`src/design/gpio_port_pkg.sv`:
```
/*
 * Constants shared by the port pin block: register byte offsets, field
 * positions, reset values and bus response codes.
 * Assumes a 32-bit AXI4-Lite register bus with byte addressing.
 */
package gpio_port_pkg;

   // ----------------------------------------------------------------
   // Geometry
   // ----------------------------------------------------------------
   localparam int DEF_PINS = 6;          // Pins on one port
   localparam int ADDR_W = 8;            // Register bus address width
   localparam int DATA_W = 32;           // Register bus data width
   localparam int STRB_W = DATA_W / 8;   // Byte lanes

   // ----------------------------------------------------------------
   // Register byte offsets
   // ----------------------------------------------------------------
   localparam logic [ADDR_W-1:0] OFF_INPUT = 8'h00;   // port_input_reg
   localparam logic [ADDR_W-1:0] OFF_DIR = 8'h04;     // port_dir_reg
   localparam logic [ADDR_W-1:0] OFF_OUT = 8'h08;     // port_out_reg
   localparam logic [ADDR_W-1:0] OFF_MCU = 8'h0c;     // mcu_control_reg
   localparam logic [ADDR_W-1:0] OFF_DIR_SET = 8'h10; // Set dir bits
   localparam logic [ADDR_W-1:0] OFF_DIR_CLR = 8'h14; // Clear dir bits
   localparam logic [ADDR_W-1:0] OFF_OUT_SET = 8'h18; // Set out bits
   localparam logic [ADDR_W-1:0] OFF_OUT_CLR = 8'h1c; // Clear out bits

   // ----------------------------------------------------------------
   // Fields, reset values and response codes
   // ----------------------------------------------------------------
   localparam int PUD_BIT = 0;              // global_pullup_off position
   localparam logic PUD_RESET = 1'b0;       // Pull-ups allowed after reset
   localparam logic [1:0] RESP_OKAY = 2'b00;
   localparam logic [1:0] RESP_SLVERR = 2'b10;

endpackage : gpio_port_pkg

```
`src/design/gpio_reg_if.sv`:
```
/*
 * Carrier between the bus slave and the register file: one write
 * strobe with its address and data, and a read address with its data.
 * Assumes both ends sit on the same clock.
 */
`timescale 1ns/10ps
`default_nettype none

interface gpio_reg_if;
   import gpio_port_pkg::*;
   logic wr_en;                    // One-cycle write strobe
   logic [ADDR_W-1:0] wr_addr;     // Write byte address
   logic [DATA_W-1:0] wr_data;     // Write data
   logic [STRB_W-1:0] wr_strb;     // Write byte enables
   logic wr_ok;                    // Write address is mapped
   logic [ADDR_W-1:0] rd_addr;     // Read byte address
   logic [DATA_W-1:0] rd_data;     // Read data for rd_addr
   logic rd_ok;                    // Read address is mapped

   modport bus (output wr_en, wr_addr, wr_data, wr_strb, rd_addr,
                input wr_ok, rd_data, rd_ok);
   modport regs (input wr_en, wr_addr, wr_data, wr_strb, rd_addr,
                 output wr_ok, rd_data, rd_ok);
endinterface : gpio_reg_if

`default_nettype wire

```
`src/design/axil_slave.sv`:
```
/*
 * AXI4-Lite slave: takes write address and data in either order, emits
 * one write strobe, answers reads one cycle after the address.
 * Assumes the register file decodes combinationally on the carrier.
 */
`timescale 1ns/10ps
`default_nettype none

module axil_slave
   import gpio_port_pkg::*;
(
   input wire logic aclk,
   input wire logic aresetn,
   input wire logic ce,
   input wire logic [ADDR_W-1:0] awaddr,
   input wire logic awvalid,
   output logic awready,
   input wire logic [DATA_W-1:0] wdata,
   input wire logic [STRB_W-1:0] wstrb,
   input wire logic wvalid,
   output logic wready,
   output logic [1:0] bresp,
   output logic bvalid,
   input wire logic bready,
   input wire logic [ADDR_W-1:0] araddr,
   input wire logic arvalid,
   output logic arready,
   output logic [DATA_W-1:0] rdata,
   output logic [1:0] rresp,
   output logic rvalid,
   input wire logic rready,
   gpio_reg_if.bus regs
);

   // ----------------------------------------------------------------
   // Write channels
   // ----------------------------------------------------------------
   logic [ADDR_W-1:0] aw_q;    // Held write address
   logic [DATA_W-1:0] w_q;     // Held write data
   logic [STRB_W-1:0] s_q;     // Held byte enables

   // Both halves held and no answer pending: perform the write
   assign regs.wr_en = ~awready & ~wready & ~bvalid & ce;
   assign regs.wr_addr = aw_q;
   assign regs.wr_data = w_q;
   assign regs.wr_strb = s_q;
   assign regs.rd_addr = araddr;

   // Address and data capture; ready drops while a half is held
   always_ff @(posedge aclk) begin
      if (!aresetn) begin
         awready <= 1'b1;
         wready <= 1'b1;
         bvalid <= 1'b0;
         bresp <= RESP_OKAY;
         aw_q <= '0;
         w_q <= '0;
         s_q <= '0;
      end else if (ce) begin
         if (awvalid && awready) begin
            aw_q <= awaddr;
            awready <= 1'b0;
         end
         if (wvalid && wready) begin
            w_q <= wdata;
            s_q <= wstrb;
            wready <= 1'b0;
         end
         if (regs.wr_en) begin
            // Unmapped address answers SLVERR, nothing stored
            bvalid <= 1'b1;
            bresp <= regs.wr_ok ? RESP_OKAY : RESP_SLVERR;
         end
         if (bvalid && bready) begin
            bvalid <= 1'b0;
            awready <= 1'b1;
            wready <= 1'b1;
         end
      end
   end

   // ----------------------------------------------------------------
   // Read channels
   // ----------------------------------------------------------------
   // Data are registered at the address handshake
   always_ff @(posedge aclk) begin
      if (!aresetn) begin
         arready <= 1'b1;
         rvalid <= 1'b0;
         rdata <= '0;
         rresp <= RESP_OKAY;
      end else if (ce) begin
         if (arvalid && arready) begin
            arready <= 1'b0;
            rvalid <= 1'b1;
            rdata <= regs.rd_ok ? regs.rd_data : '0;
            rresp <= regs.rd_ok ? RESP_OKAY : RESP_SLVERR;
         end else if (rvalid && rready) begin
            rvalid <= 1'b0;
            arready <= 1'b1;
         end
      end
   end

endmodule : axil_slave

`default_nettype wire

```
`src/design/pin_sync.sv`:
```
/*
 * Two-stage pad synchroniser per pin: a falling-edge capture stage that
 * acts as the latch closing on the low phase, then a rising-edge stage.
 * Assumes pad levels are already clamped where required.
 */
`timescale 1ns/10ps
`default_nettype none

module pin_sync #(
   parameter int NUM_PINS = 6
) (
   input wire logic aclk,
   input wire logic aresetn,
   input wire logic ce,
   input wire logic [NUM_PINS-1:0] din,
   output logic [NUM_PINS-1:0] dout
);

   logic [NUM_PINS-1:0] latch_q;   // Held at the falling edge

   // ----------------------------------------------------------------
   // Per-pin stages
   // ----------------------------------------------------------------
   for (genvar i = 0; i < NUM_PINS; i++) begin : g_pin
      // First stage samples the pad at the falling edge, holds it until the next falling edge
      always_ff @(negedge aclk) begin
         if (!aresetn) begin
            latch_q[i] <= 1'b0;
         end else if (ce) begin
            latch_q[i] <= din[i];
         end
      end
      // Second stage read only here, metastability settles half a cycle
      always_ff @(posedge aclk) begin
         if (!aresetn) begin
            dout[i] <= 1'b0;
         end else if (ce) begin
            dout[i] <= latch_q[i];
         end
      end
   end

endmodule : pin_sync

`default_nettype wire

```
`src/design/bidir_port_pin_control.sv`:
```
/*
 * One general-purpose port: direction, output/pull-up and input bits per
 * pin, toggling by input-register writes, global pull-up disable, pad
 * synchroniser and power-down input clamp, behind an AXI4-Lite slave.
 * Assumes pads are joined outside from pad_out, pad_oe, pad_pullup_en.
 */
// Our own choices: the AXI4-Lite interface to the registers and the placing of the registers.
// Overview of operation
// - Three bits per pin, three registers
// - Direction one means output, zero input
// - Input with out bit one: pull-up
// - Output drives pad from out bit
// - Reset tri-states pins without a clock
// - Writing one to input bit toggles out
// - Global disable suppresses every pull-up
// - Pad readable through latch plus register
// - Pad edge visible after half to 1.5
// - Written value readable after two periods
// - Power-down clamps digital input to ground
// - Enabled external interrupt pins skip clamp
// - Clamp release edge sets interrupt flag
// - Pull-ups off while reset asserted
// - Input register read-only, others read/write
`timescale 1ns/10ps
`default_nettype none

module bidir_port_pin_control
   import gpio_port_pkg::*;
#(
   parameter int NUM_PINS = DEF_PINS
) (
   input wire logic aclk,
   input wire logic aresetn,
   input wire logic ce,
   input wire logic [ADDR_W-1:0] awaddr,
   input wire logic awvalid,
   output logic awready,
   input wire logic [DATA_W-1:0] wdata,
   input wire logic [STRB_W-1:0] wstrb,
   input wire logic wvalid,
   output logic wready,
   output logic [1:0] bresp,
   output logic bvalid,
   input wire logic bready,
   input wire logic [ADDR_W-1:0] araddr,
   input wire logic arvalid,
   output logic arready,
   output logic [DATA_W-1:0] rdata,
   output logic [1:0] rresp,
   output logic rvalid,
   input wire logic rready,
   input wire logic [NUM_PINS-1:0] pad_in,
   output logic [NUM_PINS-1:0] pad_out,
   output logic [NUM_PINS-1:0] pad_oe,
   output logic [NUM_PINS-1:0] pad_pullup_en,
   input wire logic sleep_powerdown,
   input wire logic [NUM_PINS-1:0] ext_irq_enable,
   output logic [NUM_PINS-1:0] ext_din
);

   // ----------------------------------------------------------------
   // Declarations
   // ----------------------------------------------------------------
   gpio_reg_if regs ();               // Bus-to-register carrier
   logic [NUM_PINS-1:0] pin_dir_bit;        // port_dir_reg
   logic [NUM_PINS-1:0] pin_out_pullup_bit; // port_out_reg
   logic [NUM_PINS-1:0] pin_input_bit;      // port_input_reg contents
   logic global_pullup_off;                 // mcu_control_reg field
   logic [NUM_PINS-1:0] clamped_in;         // Pad after sleep clamp
   logic [NUM_PINS-1:0] wr_bits;            // Low lane of write data
   logic lane0;                             // Low byte lane enabled
   logic wr_input;                          // Strobes per register
   logic wr_dir;
   logic wr_out;
   logic wr_mcu;
   logic wr_dir_set;
   logic wr_dir_clr;
   logic wr_out_set;
   logic wr_out_clr;
   logic [NUM_PINS-1:0] next_dir;           // Next direction bits
   logic [NUM_PINS-1:0] next_out;           // Next output bits

   // ----------------------------------------------------------------
   // Bus slave
   // ----------------------------------------------------------------
   axil_slave u_bus (
      .aclk(aclk),
      .aresetn(aresetn),
      .ce(ce),
      .awaddr(awaddr),
      .awvalid(awvalid),
      .awready(awready),
      .wdata(wdata),
      .wstrb(wstrb),
      .wvalid(wvalid),
      .wready(wready),
      .bresp(bresp),
      .bvalid(bvalid),
      .bready(bready),
      .araddr(araddr),
      .arvalid(arvalid),
      .arready(arready),
      .rdata(rdata),
      .rresp(rresp),
      .rvalid(rvalid),
      .rready(rready),
      .regs(regs)
   );

   // ----------------------------------------------------------------
   // Write decode
   // ----------------------------------------------------------------
   // Port bits sit in the low byte; other lanes are ignored
   assign lane0 = regs.wr_strb[0];
   assign wr_bits = regs.wr_data[NUM_PINS-1:0];

   always_comb begin
      wr_input = 1'b0;
      wr_dir = 1'b0;
      wr_out = 1'b0;
      wr_mcu = 1'b0;
      wr_dir_set = 1'b0;
      wr_dir_clr = 1'b0;
      wr_out_set = 1'b0;
      wr_out_clr = 1'b0;
      regs.wr_ok = 1'b1;
      unique case (regs.wr_addr)
         OFF_INPUT: wr_input = regs.wr_en & lane0;
         OFF_DIR: wr_dir = regs.wr_en & lane0;
         OFF_OUT: wr_out = regs.wr_en & lane0;
         OFF_MCU: wr_mcu = regs.wr_en & lane0;
         OFF_DIR_SET: wr_dir_set = regs.wr_en & lane0;
         OFF_DIR_CLR: wr_dir_clr = regs.wr_en & lane0;
         OFF_OUT_SET: wr_out_set = regs.wr_en & lane0;
         OFF_OUT_CLR: wr_out_clr = regs.wr_en & lane0;
         // Unmapped: refused with an error answer
         default: regs.wr_ok = 1'b0;
      endcase
   end

   // ----------------------------------------------------------------
   // Next register values
   // ----------------------------------------------------------------
   // Whole-word writes replace; set/clear aliases touch only ones
   always_comb begin
      next_dir = pin_dir_bit;
      next_out = pin_out_pullup_bit;
      if (wr_dir) begin
         next_dir = wr_bits;
      end
      if (wr_dir_set) begin
         next_dir = pin_dir_bit | wr_bits;
      end
      if (wr_dir_clr) begin
         next_dir = pin_dir_bit & ~wr_bits;
      end
      if (wr_out) begin
         next_out = wr_bits;
      end
      if (wr_out_set) begin
         next_out = pin_out_pullup_bit | wr_bits;
      end
      if (wr_out_clr) begin
         next_out = pin_out_pullup_bit & ~wr_bits;
      end
      // a one toggles out bit, direction ignored
      if (wr_input) begin
         next_out = pin_out_pullup_bit ^ wr_bits;
      end
   end

   // ----------------------------------------------------------------
   // Control registers
   // ----------------------------------------------------------------
   // direction and output bits reset to zero
   always_ff @(posedge aclk) begin
      if (!aresetn) begin
         pin_dir_bit <= '0;
         pin_out_pullup_bit <= '0;
      end else if (ce) begin
         pin_dir_bit <= next_dir;
         pin_out_pullup_bit <= next_out;
      end
   end

   // Global pull-up disable, shared by every pin of this port
   always_ff @(posedge aclk) begin
      if (!aresetn) begin
         global_pullup_off <= PUD_RESET;
      end else if (ce && wr_mcu) begin
         global_pullup_off <= regs.wr_data[PUD_BIT];
      end
   end

   // ----------------------------------------------------------------
   // Pad drivers
   // ----------------------------------------------------------------
   // Cleared the moment reset falls, even with the clock stopped;
   // the pads are the only state that must not wait for an edge.
   // immediate tri-state on reset
   always_ff @(posedge aclk or negedge aresetn) begin
      if (!aresetn) begin
         pad_oe <= '0;
         pad_out <= '0;
         pad_pullup_en <= '0;
      end else if (ce) begin
         pad_oe <= pin_dir_bit;
         // driven level follows the out bit
         pad_out <= pin_out_pullup_bit;
         // pull-up only on inputs with out bit one
         pad_pullup_en <= ~pin_dir_bit & pin_out_pullup_bit &
                          {NUM_PINS{~global_pullup_off}};
      end
   end

   // ----------------------------------------------------------------
   // Input path
   // ----------------------------------------------------------------
   // power-down forces input to ground
   // enabled external interrupts keep their input
   assign clamped_in = pad_in &
                       ~({NUM_PINS{sleep_powerdown}} & ~ext_irq_enable);

   // delay half to one and a half periods
   pin_sync #(
      .NUM_PINS(NUM_PINS)
   ) u_sync (
      .aclk(aclk),
      .aresetn(aresetn),
      .ce(ce),
      .din(clamped_in),
      .dout(pin_input_bit)
   );

   // Synchronised, clamped level for the external interrupt logic;
   // a pin without ext_irq_enable held high through power-down rises here at wake-up.
   // clamp release shows as an edge
   assign ext_din = pin_input_bit;

   // ----------------------------------------------------------------
   // Read decode
   // ----------------------------------------------------------------
   // input register is read-only storage
   // pad read back two periods after written
   always_comb begin
      regs.rd_data = '0;
      regs.rd_ok = 1'b1;
      unique case (regs.rd_addr)
         OFF_INPUT: regs.rd_data[NUM_PINS-1:0] = pin_input_bit;
         OFF_DIR: regs.rd_data[NUM_PINS-1:0] = pin_dir_bit;
         OFF_OUT: regs.rd_data[NUM_PINS-1:0] = pin_out_pullup_bit;
         OFF_MCU: regs.rd_data[PUD_BIT] = global_pullup_off;
         // Set/clear aliases are write-only and read as zero
         OFF_DIR_SET, OFF_DIR_CLR, OFF_OUT_SET, OFF_OUT_CLR:
            regs.rd_ok = 1'b1;
         default: regs.rd_ok = 1'b0;
      endcase
   end

endmodule : bidir_port_pin_control

`default_nettype wire

```
`config.mk`:
```
export PLATFORM = sky130hd
export DESIGN_NAME = bidir_port_pin_control
export DESIGN_NICKNAME = d
export VERILOG_FILES = /design/src/design/gpio_port_pkg.sv /design/src/design/gpio_reg_if.sv /design/src/design/axil_slave.sv /design/src/design/pin_sync.sv /design/src/design/bidir_port_pin_control.sv
export SDC_FILE = /design/constraint.sdc
export NUM_CORES = 1
export LEC_CHECK = 0
export ABC_AREA = 0
export BUFFER_PORTS_ARGS = -buffer_cell sky130_fd_sc_hd__buf_4
export CAP_MARGIN = 20
export CORE_ASPECT_RATIO = 1.2
export CORE_MARGIN = 4
export CORE_UTILIZATION = 38
export CTS_BUF_LIST = sky130_fd_sc_hd__clkbuf_4 sky130_fd_sc_hd__clkbuf_8
export DETAILED_ROUTE_END_ITERATION = 7
export PLACE_DENSITY = 0.64
export SLEW_MARGIN = 0
export SYNTH_ARGS = -nofsm -noshare
export SYNTH_HDL_FRONTEND = slang
export SYNTH_HIERARCHICAL = 1
export SYNTH_SLANG_ARGS = --single-unit
```
`constraint.sdc`:
```
create_clock -name aclk -period 2.7 [get_ports aclk]
set_clock_uncertainty 0.05 [all_clocks]
set_input_delay 0.54 -clock aclk [delete_from_list [all_inputs] [get_ports aclk]]
set_output_delay 0.54 -clock aclk [all_outputs]
set_load 0.05 [all_outputs]
```
* Word-level counts from Yosys, hierarchy flattened *
Cells that the tools add are included.
Widths: inputs -> output; s select.

operators by class
  reductions and logical operators = 26
  bitwise gates (word level) = 21
  muxes and demuxes = 32
  eq/ne operators = 14

operators with widths
  cell                count
  $eq 8x5->1 const B  8
  $mux 6              8
  $and 6x6->6         6
  $eq 8x4->1 const B  4
  $not 6->6           4
  $mux 1              20
  $reduce_and 2->1    10
  $eq 8x3->1 const B  2
  $logic_not 8->1     2
  $reduce_or 8->1     2
  $pmux 5 s3          1
  $or 6x6->6          2
  $reduce_bool 2->1   4
  $logic_and 1x1->1   6
  $xor 6x6->6         1
  $and 1x1->1         4
  $mux 2              2
  $not 1->1           4
  $pmux 1 s4          1
  $reduce_bool 4->1   1
  $reduce_bool 3->1   1

word-level totals
  bits of input ports = 73
  output and inout port bits = 65
  register bits = 99
  word-level logic and storage cells = 122

* Logic depth before layout (Yosys ltp) *
  depth in word-level cells = 10
  depth in mapped cells = 8
  depth with buffers taken out = 6

* Modules after synthesis *
The synthesis kept the hierarchy.

by module, submodules not included
  module                  area each (um^2)  seq. area each (um^2)  cells an instance  times used
  axil_slave              3,519.6           1,661.6                374                1
  bidir_port_pin_control  1,944.4           710.7                  217                1
  pin_sync                454.2             240.2                  39                 1

==> tab_implementation.tex <==
\begin{tabular}{lr}
\hline
Metric & Value \\
\hline
\multicolumn{2}{l}{\textbf{Run status}} \\
\quad Result of the run & finished clean \\
\multicolumn{2}{l}{\textbf{GRT}} \\
\quad Fraction of met1 tracks used by global routing & 0.1978 \\
\quad First-pass GRT wire length & 18,520 um \\
\quad Met3 Resource Use GR & 0.03956 \\
\quad Number of antenna violations at the first check in global routing & 0 \\
\quad GR Util met2 & 0.2571 \\
\quad Largest net degree at the start of global routing & 81 \\
\quad GRT Overall Usage & 0.1555 \\
\quad Most crowded layer after global routing & met2 \\
\quad Grt total ovfl & 0 \\
\quad Number of global-route vias before repair & around 3.7k \\
\multicolumn{2}{l}{\textbf{Flow run}} \\
\quad Number of max-capacitance violations reported & 0 \\
\multicolumn{2}{l}{\textbf{Worst setup path}} \\
\quad Data arrival time of the critical path & 2.49 ns \\
\quad Worst-case register-to-register setup slack & roughly 0.43 ns \\
\quad Kind of critical path & reg2reg \\
\quad Critical path fanouts, max & 6 \\
\quad Data required time at the worst endpoint & 2.92 ns \\
\quad Register-to-Register Path Depth & 5 \\
\quad Endpoint class of the critical path & flop \\
\quad Worst setup SP type & flop \\
\multicolumn{2}{l}{\textbf{Pwr}} \\
\quad Largest vdd supply drop & 0.2215 mV \\
\quad Static Leak & 2.566 nW \\
\quad Areal power density over the cells & 457.4 mW/mm\^{}2 \\
\multicolumn{2}{l}{\textbf{Floorplanning}} \\
\quad Die Area & 0.01453 mm\^{}2 \\
\quad Chip width & about 110 um \\
\quad Starting density of the core & 0.3935 \\
\quad Row cnt & 44 \\
\quad I/O pins & around 140 \\
\quad Die height & 131.2 um \\
\quad Core box area & 0.01222 mm\^{}2 \\
\multicolumn{2}{l}{\textbf{Placement}} \\
\quad Detail Placement HPWL & 8431 um \\
\quad Dpl ws & 0.06524 ns \\
\quad Routability congestion estimate & 0.8090 \\
\quad Quantity of I/O buffers inserted on ports & 106 \\
\quad Total instance count after detailed placement & about 770 \\
\multicolumn{2}{l}{\textbf{CTS}} \\
\quad Clock tree from TritonCTS & done \\
\quad Hold buffer count at CTS & 0 \\
\quad Maximum root-to-sink buffer count & 2 \\
\quad Sink Count & 97 \\
\quad Post-CTS clock slew at the launch and capture registers of the worst setup and hold paths & 0.09 ns \\
\quad Post-CTS setup buffers & 0 \\
\quad Clock root buffer master & sky130\_fd\_sc\_hd\_\_clkbuf\_8 \\
\quad Level count of the clock H-tree & 3 \\
\quad Clock latency of the later-clocked register in the worst-skew pair & 0.40 ns \\
\quad Number of CTS-inserted buffers & 9 \\
\quad Number of resized instances in the post-cts repair step & 0 \\
\multicolumn{2}{l}{\textbf{Timing}} \\
\quad Tcrit/Tclk final & 0.8408 \\
\quad Sum Neg Setup Slack & 0 ns \\
\quad Final count of pins violating max slew & 0 \\
\quad Remaining max-slew budget at the tightest pin & 0.5027 \\
\quad Post-layout minimum cycle time & 2.270 ns \\
\quad Unrepaired setup endpoints after global routing & false \\
\quad Transition time at the pin with the least slew margin & 0.7459 ns \\
\quad Maximum clock frequency & $\sim$0.44 GHz \\
\quad Setup-failing EPs final & 0 \\
\quad Worst hold slack & between 0.2 and 0.25 ns \\
\quad Least setup slack across all paths after layout & 0.4298 ns \\
\quad Final number of hold-violating endpoints & 0 \\
\multicolumn{2}{l}{\textbf{Layout}} \\
\quad Net total in the final layout & 706 \\
\quad Area Overhead vs Synth & 20.97\% \\
\quad Combined area of the multi-input logic cells & roughly 0.0024 mm\^{}2 \\
\quad Sequential cell area & 0.002032 mm\^{}2 \\
\quad Antenna fix cells & 0 \\
\quad Fraction of final layout cells with drive strength greater than 1 & 0.2476 \\
\quad Count of fill cells added during filler insertion & 1,177 \\
\quad Final non-filler cell total & roughly 790 \\
\multicolumn{2}{l}{\textbf{Yosys}} \\
\quad YS warnings & 6 \\
\quad Number of standard cells after synthesis & 511 \\
\quad Cell Area, Synth & between 0.004 and 0.005 mm\^{}2 \\
\quad Avg Inst Size Synth & 9.412 um\^{}2 \\
\multicolumn{2}{l}{\textbf{Detailed routing}} \\
\quad Iteration-0 DRC count of the detailed router & 233 \\
\quad Detail Route Antenna Nets & 0 \\
\quad Post-Route WL & between 10,000 and 15,000 um \\
\quad Detailed-router iteration count before antenna repair & 7 \\
\quad DRC violation count after routing & 0 \\
\quad Vias & approximately 3.8k \\
\quad Wirelength per Cell & 14.49 um \\
\quad Vias per Instance & 4.793 \\
\multicolumn{2}{l}{\textbf{Worst hold path}} \\
\quad Hold Crit Class & in2async \\
\hline
\end{tabular}
-- stage by stage --
| stage | utilization | cell area, um^2 | power [mW] |
|---|---|---|---|
| after floorplan | - | 4907 | 1.779 |
| after global placement | 0.4614 | 5639 | 1.848 |
| after detailed placement | 0.4614 | 5639 | 1.856 |
| after CTS | 0.4760 | 5818 | 2.697 |
| after global routing | 0.4760 | 5818 | 2.799 |
| final | 0.4760 | 5818 | 2.661 |
-- sequential cells by signal, indices dropped and copies added (netlist names), 6 cells and up --
| name | count |
|---|---|
| pad_oe | 6 |
| pad_out | 6 |
| pad_pullup_en | 6 |
| pin_dir_bit | 6 |
| pin_out_pullup_bit | 6 |
| u_bus/rdata | 32 |
| u_bus/regs.wr_addr | 8 |
| u_bus/regs.wr_data | 6 |
| u_sync/dout | 6 |
| u_sync/latch_q | 6 |
-- area by class of cell --
type,count,share of cell area
Clock buffer,11,0.02387
Sequential cell,97,0.3492
Inverter,25,0.01613
Timing Repair Buffer,117,0.1510
Tap cell,161,0.03462
Clock inverter,11,0.007527
Multi-Input combinational cell,365,0.4176
-- path summary, 6_finish.rpt --
check,startpoint,endpoint
max,u_bus/bvalid,pin_out_pullup_bit[2]
min,aresetn,pad_oe[4]
max reg2reg,u_bus/bvalid,pin_out_pullup_bit[2]
min reg2reg,u_bus/rdata[22],u_bus/rdata[22]
max in group asynchronous,aresetn,pad_pullup_en[0]
min in group aclk,wdata[2],u_bus/regs.wr_data[2]
-- worst max-delay path: stages, from the launching register on --
cell and delay [ns]:
sky130_fd_sc_hd__dfxtp_1 0.36, sky130_fd_sc_hd__nor4b_4 0.38, sky130_fd_sc_hd__or4bb_1 0.52, sky130_fd_sc_hd__a2111oi_4 0.52, sky130_fd_sc_hd__nor2_1 0.08, sky130_fd_sc_hd__a211oi_1 0.26
-- report_power, final --
part           total (mW)  switching (mW)  internal (mW)
combinational       0.314           0.181          0.133
clock               0.856           0.501          0.356
sequential           1.49          0.0304           1.46
-- placed cells by master, fill, tap and decap left out, types with 2 or more instances in the layout --
cell / instances
sky130_fd_sc_hd__inv_1: 30
sky130_fd_sc_hd__nor2b_1: 15
sky130_fd_sc_hd__a21bo_2: 2
sky130_fd_sc_hd__dfxtp_1: 79
sky130_fd_sc_hd__a21oi_1: 19
sky130_fd_sc_hd__a21o_1: 6
sky130_fd_sc_hd__a21boi_0: 8
sky130_fd_sc_hd__clkbuf_8: 9
sky130_fd_sc_hd__ha_1: 12
sky130_fd_sc_hd__o32ai_1: 2
sky130_fd_sc_hd__conb_1: 28
sky130_fd_sc_hd__a211oi_1: 6
sky130_fd_sc_hd__buf_4: 117
sky130_fd_sc_hd__o21ai_0: 9
sky130_fd_sc_hd__a221oi_1: 6
sky130_fd_sc_hd__nor2_1: 18
sky130_fd_sc_hd__clkbuf_4: 2
sky130_fd_sc_hd__o41ai_1: 4
sky130_fd_sc_hd__clkinv_2: 2
sky130_fd_sc_hd__and3_2: 2
sky130_fd_sc_hd__dfrtp_1: 18
sky130_fd_sc_hd__and3_1: 7
sky130_fd_sc_hd__mux2_2: 10
sky130_fd_sc_hd__clkinv_1: 4
sky130_fd_sc_hd__nand2_1: 84
sky130_fd_sc_hd__o21a_1: 2
sky130_fd_sc_hd__or3_1: 3
sky130_fd_sc_hd__mux2i_1: 65
sky130_fd_sc_hd__nand3_1: 35
-- layer usage --
| layer | vias up | routed length, um |
|---|---|---|
| li1 | 1919 | - |
| met1 | 1752 | 5143 |
| met2 | 84 | 5574 |
| met3 | 17 | 507 |
| met4 | 0 | 182 |
| met5 | - | 0 |
Power figures use the tool's default switching activity.
